## src/pkg/pkt_engine_defs.svh

```systemverilog
// Register offsets, field positions, reset values and frame constants
// What this block does
// - One three-entry receive FIFO shared by all six receive pipes.
// - A three-entry transmit FIFO holds payloads waiting to be sent.
// - Host reaches both FIFOs at any time, also while a frame is sent.
// - Interrupt when a valid addressed packet lands in the receive FIFO.
// - Preamble and CRC are added by the engine; host gives only payload.
// - Interrupt when a transmission has completed.
// - Receiver role listens on six pipes with unique addresses, tells them apart.
// - Pipe zero has a fully programmable 40-bit address.
// - Pipes one to five: own low byte, shared 32 upper address bits.
// - Acknowledge and retransmit automatically without the host.
// - Acknowledge goes out with the address the payload came in on.
// - Every pipe supports full auto acknowledge and retransmit.
// - Transmitter role sends each queued packet while transmit is enabled and the retry limit flag is clear.
// - After sending, receiver switches on and waits for an acknowledge.
// - No acknowledge: resend same packet until acked or retry limit passed.
// - Retry limit passed: set retry_limit_flag and raise an interrupt.
// - Acknowledge received: drop packet from transmit FIFO, set transmit_done_flag.
`ifndef PKT_ENGINE_DEFS_SVH
`define PKT_ENGINE_DEFS_SVH

`define OFF_CTRL        8'h00
`define OFF_STATUS      8'h04
`define OFF_IRQ_CLR     8'h08
`define OFF_IRQ_EN      8'h0C
`define OFF_RETRY       8'h10
`define OFF_TX_ADDR_LO  8'h14
`define OFF_TX_ADDR_HI  8'h18
`define OFF_P0_ADDR_LO  8'h1C
`define OFF_P0_ADDR_HI  8'h20
`define OFF_PIPE_MSB    8'h24
`define OFF_PIPE_LSB_A  8'h28
`define OFF_PIPE_LSB_B  8'h2C
`define OFF_TX_FIFO     8'h30
`define OFF_RX_FIFO     8'h34

`define CTRL_ROLE_RX    0
`define CTRL_TX_EN      1

`define FLAG_RX_READY   0
`define FLAG_TX_DONE    1
`define FLAG_RETRY_LIM  2
`define ST_PIPE_LSB     3
`define ST_TX_FULL      6
`define ST_TX_EMPTY     7
`define ST_RX_EMPTY     8
`define ST_RX_FULL      9
`define RETRY_USED_LSB  8

`define RST_RETRY       4'h3
`define PIPE_NONE       3'h7

`define PREAMBLE        8'hAA
`define CRC_POLY        8'h07
`define FRAME_BITS      7'd89
`define BODY_BITS       7'd81
`define ACK_WAIT_BITS   250

`endif

```

## src/pkg/pkt_engine_pkg.sv

```systemverilog
// Types shared by the packet engine
package pkt_engine_pkg;

	typedef enum logic [1:0] {LINK_IDLE, LINK_SEND, LINK_WAIT_ACK} link_state_e;

endpackage : pkt_engine_pkg
```

## src/design/auto_ack_packet_engine.sv

```systemverilog
// Auto acknowledge packet engine with APB registers and serial air link
`timescale 1ns/1ps
`include "pkt_engine_defs.svh"

module auto_ack_packet_engine #(
	parameter int TX_DEPTH      = 3,
	parameter int RX_DEPTH      = 3,
	parameter int ACK_WAIT_BITS = `ACK_WAIT_BITS
) (
	// APB slave
	input  wire logic        pclk,
	input  wire logic        presetn,
	input  wire logic        psel,
	input  wire logic        penable,
	input  wire logic        pwrite,
	input  wire logic [7:0]  paddr,
	input  wire logic [31:0] pwdata,
	output logic      [31:0] prdata,
	output logic             pready,
	output logic             pslverr,
	// Interrupt
	output logic             irq,
	// Air link
	input  wire logic        air_clk,
	input  wire logic        air_din,
	output logic             air_dout,
	output logic             air_dout_en
);

	localparam int CW = 3;

	if (TX_DEPTH < 1 || TX_DEPTH > 7) $error("TX_DEPTH must be 1..7");
	if (RX_DEPTH < 1 || RX_DEPTH > 7) $error("RX_DEPTH must be 1..7");
	if (ACK_WAIT_BITS < 2 || ACK_WAIT_BITS > 65535) $error("ACK_WAIT_BITS out of range");

	typedef struct packed {
		logic [2:0]                   clk_sync;
		logic [1:0]                   din_sync;
		logic                         role_rx;
		logic                         tx_en;
		logic [2:0]                   flags;
		logic [2:0]                   irq_en;
		logic [3:0]                   retry_limit;
		logic [39:0]                  tx_addr;
		logic [39:0]                  p0_addr;
		logic [31:0]                  pipe_msb;
		logic [39:0]                  pipe_lsb;
		logic [TX_DEPTH-1:0][31:0]    txf;
		logic [CW-1:0]                tx_cnt;
		logic [RX_DEPTH-1:0][34:0]    rxf;
		logic [CW-1:0]                rx_cnt;
		pkt_engine_pkg::link_state_e  link;
		logic                         sending_ack;
		logic [88:0]                  tx_shift;
		logic [6:0]                   bit_cnt;
		logic [3:0]                   retries;
		logic [15:0]                  wait_cnt;
		logic                         rx_active;
		logic [7:0]                   hunt;
		logic [80:0]                  rx_buf;
		logic [6:0]                   rx_left;
		logic                         pending_ack;
		logic [39:0]                  ack_addr;
		logic                         pready;
		logic [31:0]                  prdata;
		logic                         pslverr;
		logic                         pop_ok;
		logic                         irq;
		logic                         air_dout;
		logic                         air_dout_en;
	} state_s;

	state_s s_reg;
	state_s s_next;

	function automatic logic [7:0] crc8(input logic [72:0] d);
		logic [7:0] c;
		logic       fb;
		c = 8'h00;
		for (int i = 72; i >= 0; i--)
		begin
			fb = c[7] ^ d[i];
			c = {c[6:0], 1'b0} ^ (fb ? `CRC_POLY : 8'h00);
		end
		return c;
	endfunction : crc8

	// Preamble, address, type, payload, CRC
	function automatic logic [88:0] make_frame(input logic [39:0] a, input logic t,
		input logic [31:0] p);
		return {`PREAMBLE, a, t, p, crc8({a, t, p})};
	endfunction : make_frame

	logic        lk;
	logic        bit_in;
	logic        setup_acc;
	logic        acc;
	logic [2:0]  set_f;
	logic [2:0]  clr_f;
	logic        tx_push;
	logic        tx_pop;
	logic        rx_push;
	logic        rx_pop;
	logic [34:0] rx_word;
	logic        ack_got;
	logic [80:0] fr;
	logic        crc_ok;
	logic        hit;
	logic [2:0]  pnum;
	logic [31:0] rd;
	logic        err;

	always_comb
	begin
		s_next = s_reg;
		s_next.clk_sync = {s_reg.clk_sync[1:0], air_clk};
		s_next.din_sync = {s_reg.din_sync[0], air_din};
		lk = s_reg.clk_sync[1] & ~s_reg.clk_sync[2];
		bit_in = s_reg.din_sync[1];
		set_f = 3'h0;
		clr_f = 3'h0;
		tx_push = 1'b0;
		tx_pop = 1'b0;
		rx_push = 1'b0;
		rx_pop = 1'b0;
		rx_word = 35'h0;
		ack_got = 1'b0;
		fr = {s_reg.rx_buf[79:0], bit_in};
		crc_ok = (crc8(fr[80:8]) == fr[7:0]);
		hit = 1'b0;
		pnum = `PIPE_NONE;
		rd = 32'h0;
		err = 1'b0;

		// Pipe match, pipe zero checked last so it wins
		for (int k = 1; k <= 5; k++)
		begin
			if (fr[80:41] == {s_reg.pipe_msb, s_reg.pipe_lsb[8*k-1 -: 8]})
			begin
				hit = 1'b1;
				pnum = 3'(k);
			end
		end
		if (fr[80:41] == s_reg.p0_addr)
		begin
			hit = 1'b1;
			pnum = 3'h0;
		end

		// APB: one wait cycle, read data captured then
		setup_acc = psel & penable & ~s_reg.pready;
		acc = psel & penable & s_reg.pready;
		s_next.pready = setup_acc;
		if (setup_acc)
		begin
			case (paddr)
				`OFF_CTRL:       rd = {30'h0, s_reg.tx_en, s_reg.role_rx};
				`OFF_STATUS:     rd = {22'h0, s_reg.rx_cnt == CW'(RX_DEPTH), s_reg.rx_cnt == 0,
					s_reg.tx_cnt == 0, s_reg.tx_cnt == CW'(TX_DEPTH),
					(s_reg.rx_cnt == 0) ? `PIPE_NONE : s_reg.rxf[0][34:32], s_reg.flags};
				`OFF_IRQ_CLR:    rd = 32'h0;
				`OFF_IRQ_EN:     rd = {29'h0, s_reg.irq_en};
				`OFF_RETRY:      rd = {20'h0, s_reg.retries, 4'h0, s_reg.retry_limit};
				`OFF_TX_ADDR_LO: rd = s_reg.tx_addr[31:0];
				`OFF_TX_ADDR_HI: rd = {24'h0, s_reg.tx_addr[39:32]};
				`OFF_P0_ADDR_LO: rd = s_reg.p0_addr[31:0];
				`OFF_P0_ADDR_HI: rd = {24'h0, s_reg.p0_addr[39:32]};
				`OFF_PIPE_MSB:   rd = s_reg.pipe_msb;
				`OFF_PIPE_LSB_A: rd = s_reg.pipe_lsb[31:0];
				`OFF_PIPE_LSB_B: rd = {24'h0, s_reg.pipe_lsb[39:32]};
				`OFF_TX_FIFO:    rd = 32'h0;
				`OFF_RX_FIFO:    rd = (s_reg.rx_cnt == 0) ? 32'h0 : s_reg.rxf[0][31:0];
				default:         err = 1'b1;
			endcase
			s_next.prdata = pwrite ? 32'h0 : rd;
			s_next.pslverr = err;
			s_next.pop_ok = ~pwrite & (paddr == `OFF_RX_FIFO) & (s_reg.rx_cnt != 0);
		end
		else if (acc)
		begin
			s_next.pslverr = 1'b0;
		end

		if (acc && pwrite)
		begin
			case (paddr)
				`OFF_CTRL:
				begin
					s_next.role_rx = pwdata[`CTRL_ROLE_RX];
					s_next.tx_en = pwdata[`CTRL_TX_EN];
				end
				`OFF_IRQ_CLR:    clr_f = pwdata[2:0];
				`OFF_IRQ_EN:     s_next.irq_en = pwdata[2:0];
				`OFF_RETRY:      s_next.retry_limit = pwdata[3:0];
				`OFF_TX_ADDR_LO: s_next.tx_addr[31:0] = pwdata;
				`OFF_TX_ADDR_HI: s_next.tx_addr[39:32] = pwdata[7:0];
				`OFF_P0_ADDR_LO: s_next.p0_addr[31:0] = pwdata;
				`OFF_P0_ADDR_HI: s_next.p0_addr[39:32] = pwdata[7:0];
				`OFF_PIPE_MSB:   s_next.pipe_msb = pwdata;
				`OFF_PIPE_LSB_A: s_next.pipe_lsb[31:0] = pwdata;
				`OFF_PIPE_LSB_B: s_next.pipe_lsb[39:32] = pwdata[7:0];
				`OFF_TX_FIFO:    tx_push = (s_reg.tx_cnt != CW'(TX_DEPTH));
				default:         tx_push = 1'b0;
			endcase
		end
		rx_pop = acc & ~pwrite & (paddr == `OFF_RX_FIFO) & s_reg.pop_ok;

		// Receiver, off only while a frame is being driven out
		if (lk && s_reg.link != pkt_engine_pkg::LINK_SEND)
		begin
			if (!s_reg.rx_active)
			begin
				s_next.hunt = {s_reg.hunt[6:0], bit_in};
				if (s_next.hunt == `PREAMBLE)
				begin
					s_next.rx_active = 1'b1;
					s_next.rx_left = `BODY_BITS;
				end
			end
			else
			begin
				s_next.rx_buf = fr;
				s_next.rx_left = s_reg.rx_left - 7'd1;
				if (s_reg.rx_left == 7'd1)
				begin
					s_next.rx_active = 1'b0;
					s_next.hunt = 8'h00;
					if (crc_ok && s_reg.role_rx && !fr[40] && hit
						&& s_reg.rx_cnt != CW'(RX_DEPTH))
					begin
						rx_push = 1'b1;
						rx_word = {pnum, fr[39:8]};
						set_f[`FLAG_RX_READY] = 1'b1;
						s_next.pending_ack = 1'b1;
						s_next.ack_addr = fr[80:41];
					end
					if (crc_ok && !s_reg.role_rx && fr[40] && fr[80:41] == s_reg.p0_addr
						&& s_reg.link == pkt_engine_pkg::LINK_WAIT_ACK)
					begin
						ack_got = 1'b1;
					end
				end
			end
		end

		// Link sequencer
		case (s_reg.link)
			pkt_engine_pkg::LINK_IDLE:
			begin
				if (s_reg.pending_ack)
				begin
					s_next.pending_ack = 1'b0;
					s_next.tx_shift = make_frame(s_reg.ack_addr, 1'b1, 32'h0);
					s_next.bit_cnt = `FRAME_BITS;
					s_next.sending_ack = 1'b1;
					s_next.air_dout_en = 1'b1;
					s_next.link = pkt_engine_pkg::LINK_SEND;
				end
				else if (!s_reg.role_rx && s_reg.tx_en && s_reg.tx_cnt != 0
					&& !s_reg.flags[`FLAG_RETRY_LIM])
				begin
					s_next.tx_shift = make_frame(s_reg.tx_addr, 1'b0, s_reg.txf[0]);
					s_next.bit_cnt = `FRAME_BITS;
					s_next.sending_ack = 1'b0;
					s_next.retries = 4'h0;
					s_next.air_dout_en = 1'b1;
					s_next.link = pkt_engine_pkg::LINK_SEND;
				end
			end
			pkt_engine_pkg::LINK_SEND:
			begin
				if (lk)
				begin
					if (s_reg.bit_cnt == 7'd0)
					begin
						s_next.air_dout_en = 1'b0;
						s_next.air_dout = 1'b0;
						s_next.wait_cnt = 16'h0;
						s_next.link = s_reg.sending_ack ? pkt_engine_pkg::LINK_IDLE
							: pkt_engine_pkg::LINK_WAIT_ACK;
					end
					else
					begin
						s_next.air_dout = s_reg.tx_shift[88];
						s_next.tx_shift = {s_reg.tx_shift[87:0], 1'b0};
						s_next.bit_cnt = s_reg.bit_cnt - 7'd1;
					end
				end
			end
			pkt_engine_pkg::LINK_WAIT_ACK:
			begin
				if (ack_got)
				begin
					tx_pop = 1'b1;
					set_f[`FLAG_TX_DONE] = 1'b1;
					s_next.link = pkt_engine_pkg::LINK_IDLE;
				end
				else if (lk)
				begin
					s_next.wait_cnt = s_reg.wait_cnt + 16'h1;
					if (s_reg.wait_cnt == 16'(ACK_WAIT_BITS - 1))
					begin
						if (s_reg.retries < s_reg.retry_limit)
						begin
							s_next.retries = s_reg.retries + 4'h1;
							s_next.tx_shift = make_frame(s_reg.tx_addr, 1'b0, s_reg.txf[0]);
							s_next.bit_cnt = `FRAME_BITS;
							s_next.air_dout_en = 1'b1;
							s_next.link = pkt_engine_pkg::LINK_SEND;
						end
						else
						begin
							set_f[`FLAG_RETRY_LIM] = 1'b1;
							s_next.link = pkt_engine_pkg::LINK_IDLE;
						end
					end
				end
			end
			default: s_next.link = pkt_engine_pkg::LINK_IDLE;
		endcase

		// FIFOs: pop first, then push at the new tail
		if (tx_pop)
		begin
			for (int i = 0; i < TX_DEPTH - 1; i++)
				s_next.txf[i] = s_reg.txf[i+1];
			s_next.txf[TX_DEPTH-1] = 32'h0;
		end
		s_next.tx_cnt = s_reg.tx_cnt - CW'(tx_pop);
		if (tx_push)
		begin
			s_next.txf[s_next.tx_cnt] = pwdata;
			s_next.tx_cnt = s_next.tx_cnt + CW'(1);
		end
		if (rx_pop)
		begin
			for (int i = 0; i < RX_DEPTH - 1; i++)
				s_next.rxf[i] = s_reg.rxf[i+1];
			s_next.rxf[RX_DEPTH-1] = 35'h0;
		end
		s_next.rx_cnt = s_reg.rx_cnt - CW'(rx_pop);
		if (rx_push)
		begin
			s_next.rxf[s_next.rx_cnt] = rx_word;
			s_next.rx_cnt = s_next.rx_cnt + CW'(1);
		end

		// Set wins over clear
		s_next.flags = (s_reg.flags & ~clr_f) | set_f;
		s_next.irq = |(s_next.flags & s_next.irq_en);
	end

	always_ff @(posedge pclk or negedge presetn)
	begin
		if (!presetn)
		begin
			s_reg <= '0;
			s_reg.retry_limit <= `RST_RETRY;
			s_reg.link <= pkt_engine_pkg::LINK_IDLE;
		end
		else
		begin
			s_reg <= s_next;
		end
	end

	assign prdata = s_reg.prdata;
	assign pready = s_reg.pready;
	assign pslverr = s_reg.pslverr;
	assign irq = s_reg.irq;
	assign air_dout = s_reg.air_dout;
	assign air_dout_en = s_reg.air_dout_en;

endmodule : auto_ack_packet_engine

```

## config.mk

```make
export PLATFORM = sky130hd
export DESIGN_NAME = auto_ack_packet_engine
export DESIGN_NICKNAME = d
export VERILOG_FILES = /design/src/pkg/pkt_engine_pkg.sv /design/src/design/auto_ack_packet_engine.sv
export VERILOG_INCLUDE_DIRS = /design/src /design/src/pkg
export SDC_FILE = /design/constraint.sdc
export NUM_CORES = 1
export LEC_CHECK = 0
export BUFFER_PORTS_ARGS = -buffer_cell sky130_fd_sc_hd__buf_2
export CORE_MARGIN = 4
export CORE_UTILIZATION = 39
export CTS_BUF_LIST = sky130_fd_sc_hd__clkbuf_4 sky130_fd_sc_hd__clkbuf_8 sky130_fd_sc_hd__clkbuf_16
export DETAILED_ROUTE_END_ITERATION = 10
export GPL_TIMING_DRIVEN = 0
export PLACE_DENSITY_LB_ADDON = 0.15
export REMOVE_ABC_BUFFERS = 1
export SYNTH_ARGS = -nofsm -noshare
export SYNTH_HDL_FRONTEND = slang
export SYNTH_SLANG_ARGS = --single-unit
```

## constraint.sdc

```tcl
create_clock -name pclk -period 6.15 [get_ports pclk]
set_input_delay 0 -clock pclk [delete_from_list [all_inputs] [get_ports pclk]]
set_output_delay 0 -clock pclk [all_outputs]
set_load 0.01 [all_outputs]
```

# Word level (Yosys, flattened, before mapping)

Index checks and enable logic that the tools add are counted.

Word-level logic and storage cells: 888
Flip-flop bits (word level): 670
Output and inout port bits: 37

Reduce and logical (&&, ||, !) cells: 53
Equality and inequality tests: 43
Bitwise operators: 414
Add/subtract/negate cells: 8
$lt $le $gt $ge: 5
Mux-type cells: 324

Operator list:

| operator                                             | number |
|---|---|
| bitwise XOR 8 x 3 -> 8 bit                           | 203 |
| 2-to-1 mux 3 bit                                     | 229 |
| one-hot mux 32 bit (12 select lines)                 | 1 |
| 2-to-1 mux 96 bit                                    | 3 |
| one-hot mux 96 bit (3 select lines)                  | 1 |
| equality test 40 bit                                 | 6 |
| 2-to-1 mux 116 bit                                   | 2 |
| 2-to-1 mux 32 bit                                    | 7 |
| 2-to-1 mux 100 bit                                   | 2 |
| 2-to-1 mux 99 bit                                    | 2 |
| 2-to-1 mux 35 bit                                    | 5 |
| bitwise XOR 1 bit                                    | 167 |
| 2-to-1 mux 41 bit                                    | 4 |
| 2-to-1 mux 159 bit                                   | 1 |
| 2-to-1 mux 108 bit                                   | 1 |
| bitwise mux 105 bit                                  | 1 |
| 2-to-1 mux 105 bit                                   | 1 |
| 2-to-1 mux 103 bit                                   | 1 |
| bitwise mux 96 bit                                   | 1 |
| demux 35 bit (select 2 bit)                          | 1 |
| demux 32 bit (select 2 bit)                          | 1 |
| equality test 8 x 6 -> 1 bit (second input constant) | 6 |
| 2-to-1 mux 1 bit                                     | 38 |
| equality test 8 x 5 -> 1 bit (second input constant) | 4 |
| 57 further kinds                                     | 159 |

# Depth between registers and ports, before layout

Depth in word-level cells: 226
Mapped depth: 24
Depth with buffers taken out: 19

# Least setup slack after synthesis

No wires, ideal clock.

Kind: register -> register
From: reg s_reg, in the netlist fr[77]
To: reg s_reg[410] (netlist bit)
Stages on the path, launching flop included: 24
Clock period less this slack: 6,184 ps
Data arrival time: 6,102 ps
Setup time: 82 ps
Buffers on the path: 4
Slack: -34 ps
Path through: dfrtp_1 > buf_4 > xnor2_2 > xnor3_2 > xnor3_1 > xnor2_1 > xor2_1 > xor3_1 > xnor2_1 > xnor3_1 > xnor3_1 > nor3b_1 > o211ai_1 > a21oi_1 > buf_2 > buf_1 > ha_1 > ha_1 > xor2_1 > nor2_1 > nand3_1 > clkbuf_1 > nor2_1 > a31oi_1

RTL lines:

| what                     | RTL line                      | RTL |
|---|---|---|
| start: declaration       | auto_ack_packet_engine.sv:73  | `state_s s_reg;` |
| start signal: assignment | auto_ack_packet_engine.sv:363 | `s_reg <= s_next;` |

# Worst setup path in the final report

From: reg s_reg, in the netlist fr[78]
To: reg s_reg[245] (netlist bit)

Cells in the longest elaborated chain, start to end: 106
Elaborated cells between the ends (all ways): 207
Those cells by class: eq/ne (3); mux (66); bitwise (133); reduce/logical (5)

Ends and longest elaborated chain:

| what                                                                   | RTL line                                                   | RTL |
|---|---|---|
| bitwise XOR 1 bit                                                      | auto_ack_packet_engine.sv:82                               | `fb = c[7] ^ d[i];` |
| 2-to-1 mux 3 bit                                                       | auto_ack_packet_engine.sv:83                               | `` c = {c[6:0], 1'b0} ^ (fb ? `CRC_POLY : 8'h00); `` |
| bitwise XOR 5 x 3 -> 5 bit                                             | auto_ack_packet_engine.sv:83                               |  |
| bitwise XOR 6 x 3 -> 6 bit                                             | auto_ack_packet_engine.sv:83                               |  |
| bitwise XOR 7 x 3 -> 7 bit                                             | auto_ack_packet_engine.sv:83                               |  |
| bitwise XOR 8 x 3 -> 8 bit (3 in a row)                                | auto_ack_packet_engine.sv:83                               |  |
| bitwise XOR 1 bit / bitwise XOR 8 x 3 -> 8 bit (equally long branches) | auto_ack_packet_engine.sv:82, auto_ack_packet_engine.sv:83 |  |
| 2-to-1 mux 3 bit, or another cell as far along                         | auto_ack_packet_engine.sv:83                               |  |
| [88 not listed]                                                        | n/a                                                        |  |
| logical AND 1 bit (*)                                                  | auto_ack_packet_engine.sv:237                              | `if (crc_ok && !s_reg.role_rx && fr[40] && fr[80:41] == s_reg.p0_addr` |
| logical AND 1 bit (*)                                                  | auto_ack_packet_engine.sv:238                              | `&& s_reg.link == pkt_engine_pkg::LINK_WAIT_ACK)` |
| 2-to-1 mux 1 bit (*)                                                   | auto_ack_packet_engine.sv:237                              |  |
| 2-to-1 mux 1 bit (*)                                                   | auto_ack_packet_engine.sv:224                              | `if (s_reg.rx_left == 7'd1)` |
| 2-to-1 mux 1 bit (*)                                                   | auto_ack_packet_engine.sv:211                              | `if (!s_reg.rx_active)` |
| 2-to-1 mux 1 bit (*)                                                   | auto_ack_packet_engine.sv:209                              | `if (lk && s_reg.link != pkt_engine_pkg::LINK_SEND)` |
| != test 2 bit (no line) (*)                                            | n/a                                                        |  |
| AND reduction 8 bit (no line) (*)                                      | n/a                                                        |  |

Every way passes the cells marked *; elsewhere a longest branch is shown, timed or not.
A chain may end at the register's enable or synchronous reset.

==> impl_metrics.yaml <==
timing:
  max_slew.worst_pin.slew_ps: 1180
  skew_ps: 21.1
  period_share: 0.973
  slew_violations: 0
  holdWs_ps: 107
  grt_setup_unrepaired: "yes"
  finalSetupViolCount: 0
  fmax_mhz: 167
  hold_violations: 0
  slew_headroom: 0.211
  period_needed_ps: 5980
critical_path:
  worst_setup_path_end_kind: "register"
  crit_path_frequent_cell: "xnor3_2"
  required_ps: 6670
  critPathLaunchType: "register"
  slowest_delay_ps: 490
  arrival_ps: 6500
  worstSetupPathType: "reg -> reg"
  critical-path-slowest-cell: "xnor3_2"
  path_max_fanout: 26
  worstPathCellList: "xor3_2 -> xnor3_2 -> buf_4 -> xnor3_2 -> xnor2_2 -> xnor3_2 -> xor3_2 -> xnor2_2 -> xnor3_2 -> xnor3_2 -> and3b_1 -> o211a_1 -> o211ai_4 -> buf_12 -> and4_4 -> buf_16 -> bufbuf_16 -> mux2_4"
synthesis:
  synthFlopType: "dfrtp_1"
  synth_xor_area_frac: 0.170
  synth-compound-area-share: 0.0745
  yosys.area.top_type: "dfrtp_1"
  synth-seq-area-share: 0.446
  synth_cell_types: 78
  yosys_warnings: 0
  synth.area.top_cells: "dfrtp_1, nand2_1, xnor2_1"
  synthMuxAreaShare: 0.119
  yosys.area_share.simple: 0.140
  synthAdderAreaFrac: 0.00833
  netlist_instances: 3649
  synth_top_area_frac: 0.444
  ys_ff_latch: 669
  synth_area_um2: 37600
  synthArstFlopShare: 1.00
  synth_top_family_by_area: "XOR/XNOR gates"
  synth_edf_count: 0
  synth.avg_cell_area_um2: 10.3
global_route:
  grt_start_max_net_pins: 112
  grt_pass1_wl_um: 182000
  grt_usage: 0.236
  antenna_found_initial: 5
  overflow: 0
  grt_pass1_vias: 26900
floorplanning:
  initial_core_util: 0.394
  rows: 113
  core_area_um2: 95300
  io_pins: 84
  fp.dieW_um: 318
  die_y_um: 318
  die_area_um2: 101000
detailed_routing:
  drt_iter0_drc: 2484
  firstDrtPassIters: 9
  final_antenna_net_count: 0
  wirelength_um: 122000
  drcViolationCount: 0
  wl_per_cell_um: 24.0
  vias_per_cell: 5.37
  vias: 27300
power:
  p_leak_uw: 0.0218
  powerDensity_nw_per_um2: 290
  netSwitchingFraction: 0.296
  p_int_uw: 9000
  combPwrFrac: 0.250
  clkPwrFrac: 0.377
  p_seq_frac: 0.374
  peakVddDrop_v: 0.000254
  power_switching_uw: 3780
placement:
  dp_cells: 4773
  dp_hpwl_um: 81800
  numPortBuffers: 83
  gp_congestion: 0.871
clocking:
  path_clk_slew_ps: 60
  clockBufferDepth: 3
  cts-root-buf: "clkbuf_16"
  htreeDepth: 3
  cts_tree: "done"
  cts_buffers: 79
  clkSinkCount: 669
  clk_latency_ps: 650
run:
  drv_cap: 0
finish:
  seq_area_um2: 16800
  area_delta_synth_final_pct: 17.4
  finalNetCount: 3823
  multi_input_area_um2: 19900
  instances_no_fill: 5079
  drive_gt1_frac: 0.213
  fillers: 8958
  largest_reg_flops: 548
min_path:
  holdCritPathClass: "in -> reg"
outcome:
  status: "complete, no violations"
cell usage after synthesis, types with 6 or more instances:
| library cell | n |
|---|---|
| buf_2 | 24 |
| a31oi_1 | 53 |
| nand4_1 | 25 |
| o21ai_0 | 52 |
| mux2i_1 | 82 |
| buf_1 | 41 |
| xor2_1 | 161 |
| nor2_1 | 98 |
| mux2_1 | 9 |
| dfrtp_1 | 667 |
| buf_12 | 6 |
| and3_1 | 13 |
| mux2_4 | 60 |
| xnor3_1 | 61 |
| clkbuf_1 | 156 |
| a221oi_1 | 7 |
| mux2_2 | 234 |
| nand3_1 | 86 |
| nand2_1 | 931 |
| a222oi_1 | 18 |
| a211o_1 | 6 |
| or3_1 | 6 |
| inv_1 | 71 |
| xnor2_1 | 334 |
| a22o_1 | 78 |
| ha_1 | 25 |
| a22oi_1 | 98 |
| a21oi_1 | 32 |
| nor4_1 | 28 |
| nand2b_1 | 9 |
| xor3_1 | 13 |
| nand3b_1 | 13 |
| nor3_1 | 13 |
| buf_4 | 42 |
path summary, 6_finish.rpt:
check | start | end | slack [ps] | depth (start not counted)
worst max-delay path | fr[78] | s_reg[245] | 170 | 18
worst min-delay path | paddr[7] | s_reg[662] | 110 | 7
worst max register to register | fr[78] | s_reg[245] | 170 | 18
worst min register to register | s_next[667] | bit_in | 350 | 0
max in group asynchronous | presetn | fr[30] | 3920 | 6
min in group asynchronous | presetn | s_reg[483] | 520 | 4
worst max-delay path: cells and delay by family, from the launching register on:
kind,cells,cell delay [ps]
muxes,1,320
DFF,1,420
AOI/OAI and AO/OA,2,540
xor gates and xnor gates,9,3050
and+or+nand+nor,2,480
buffers and inverters,4,970
placed cells by master, fill, tap and decap left out, types with 13 or more instances in the layout:
cell type and instances:
clkbuf_16 86, a21oi_1 31, a22o_1 78, mux2_2 234, nor2_1 87, dlygate4sd3_1 52
a22oi_1 98, xnor3_2 23, xnor2_2 19, buf_4 90, clkbuf_4 25, mux2_4 60
xor2_1 156, buf_12 25, mux2i_1 81, o21ai_0 51, dfrtp_1 650, a222oi_1 18
and3_1 13, nand3b_1 13, ha_1 20, nand3_1 85, buf_16 16, dfrtp_2 16
inv_1 68, xnor2_1 313, nand4_1 25, a31oi_1 53, buf_2 82, clkbuf_8 15
nor4_1 27, xnor3_1 43, nand2_1 924
metal layers:
layer	GRT usage	up-vias	part of all wire	wire length (um)
met5	0	-	0.000057	7
met4	0.0729	2	0.035	4230
li1	-	12500	-	-
met3	0.0325	175	0.050	6070
met2	0.374	674	0.46	56000
met1	0.336	13900	0.46	55600
power groups by stage:
stage | sequential [uW] | combinational (uW) | clock (uW)
global placement | 4850 | 3110 | 0
CTS | 4770 | 3200 | 4910
floorplan | 4810 | 2310 | 0
finish | 4780 | 3190 | 4810
global route | 4800 | 3450 | 5100
detailed placement | 4850 | 3030 | 0
timing repair:
item                       CTS  global route
setup endpoints to repair  310           255
resized for setup           69            44
pin swaps                   31            35
hold endpoints to repair   628             0
setup buffers               51            44
hold buffers                53             0
gates cloned                10             5
cell families (layout without fill, tap and decap cells):
family,count (synthesis),count (layout)
XOR/XNOR,586,586
buffers and inverters,345,501
adder cells (fa/ha/maj),25,25
multiplexers,385,385
AND/OR/NAND/NOR,1256,1261
other,0,3
flip-flops,669,669
AO/OA/AOI/OAI,383,384
metrics by stage:
step	instance area (um^2)	util	worst slack, ps	total power [uW]	setup TNS [ps]
floorplan	36200	-	-4410	7120	-733630
CTS	43400	0.455	0.954	12900	0
global placement	38200	0.401	-10210	7960	-9112930
detailed placement	39300	0.412	-1620	7880	-222160
finish	44100	0.463	168	12800	0
global route	44100	0.463	-41.6	13400	-309
final cells by class:
cell class / instances / area share
Tap cell: 1265 / 0.0359
Inverter: 72 / 0.00619
Clock inverter: 19 / 0.00440
Timing Repair Buffer: 288 / 0.0669
Antenna cell: 3 / 0.000170
Sequential cell: 669 / 0.380
Clock buffer: 122 / 0.0555
Multi-Input combinational cell: 2641 / 0.451
Power figures use the tool's default switching activity.
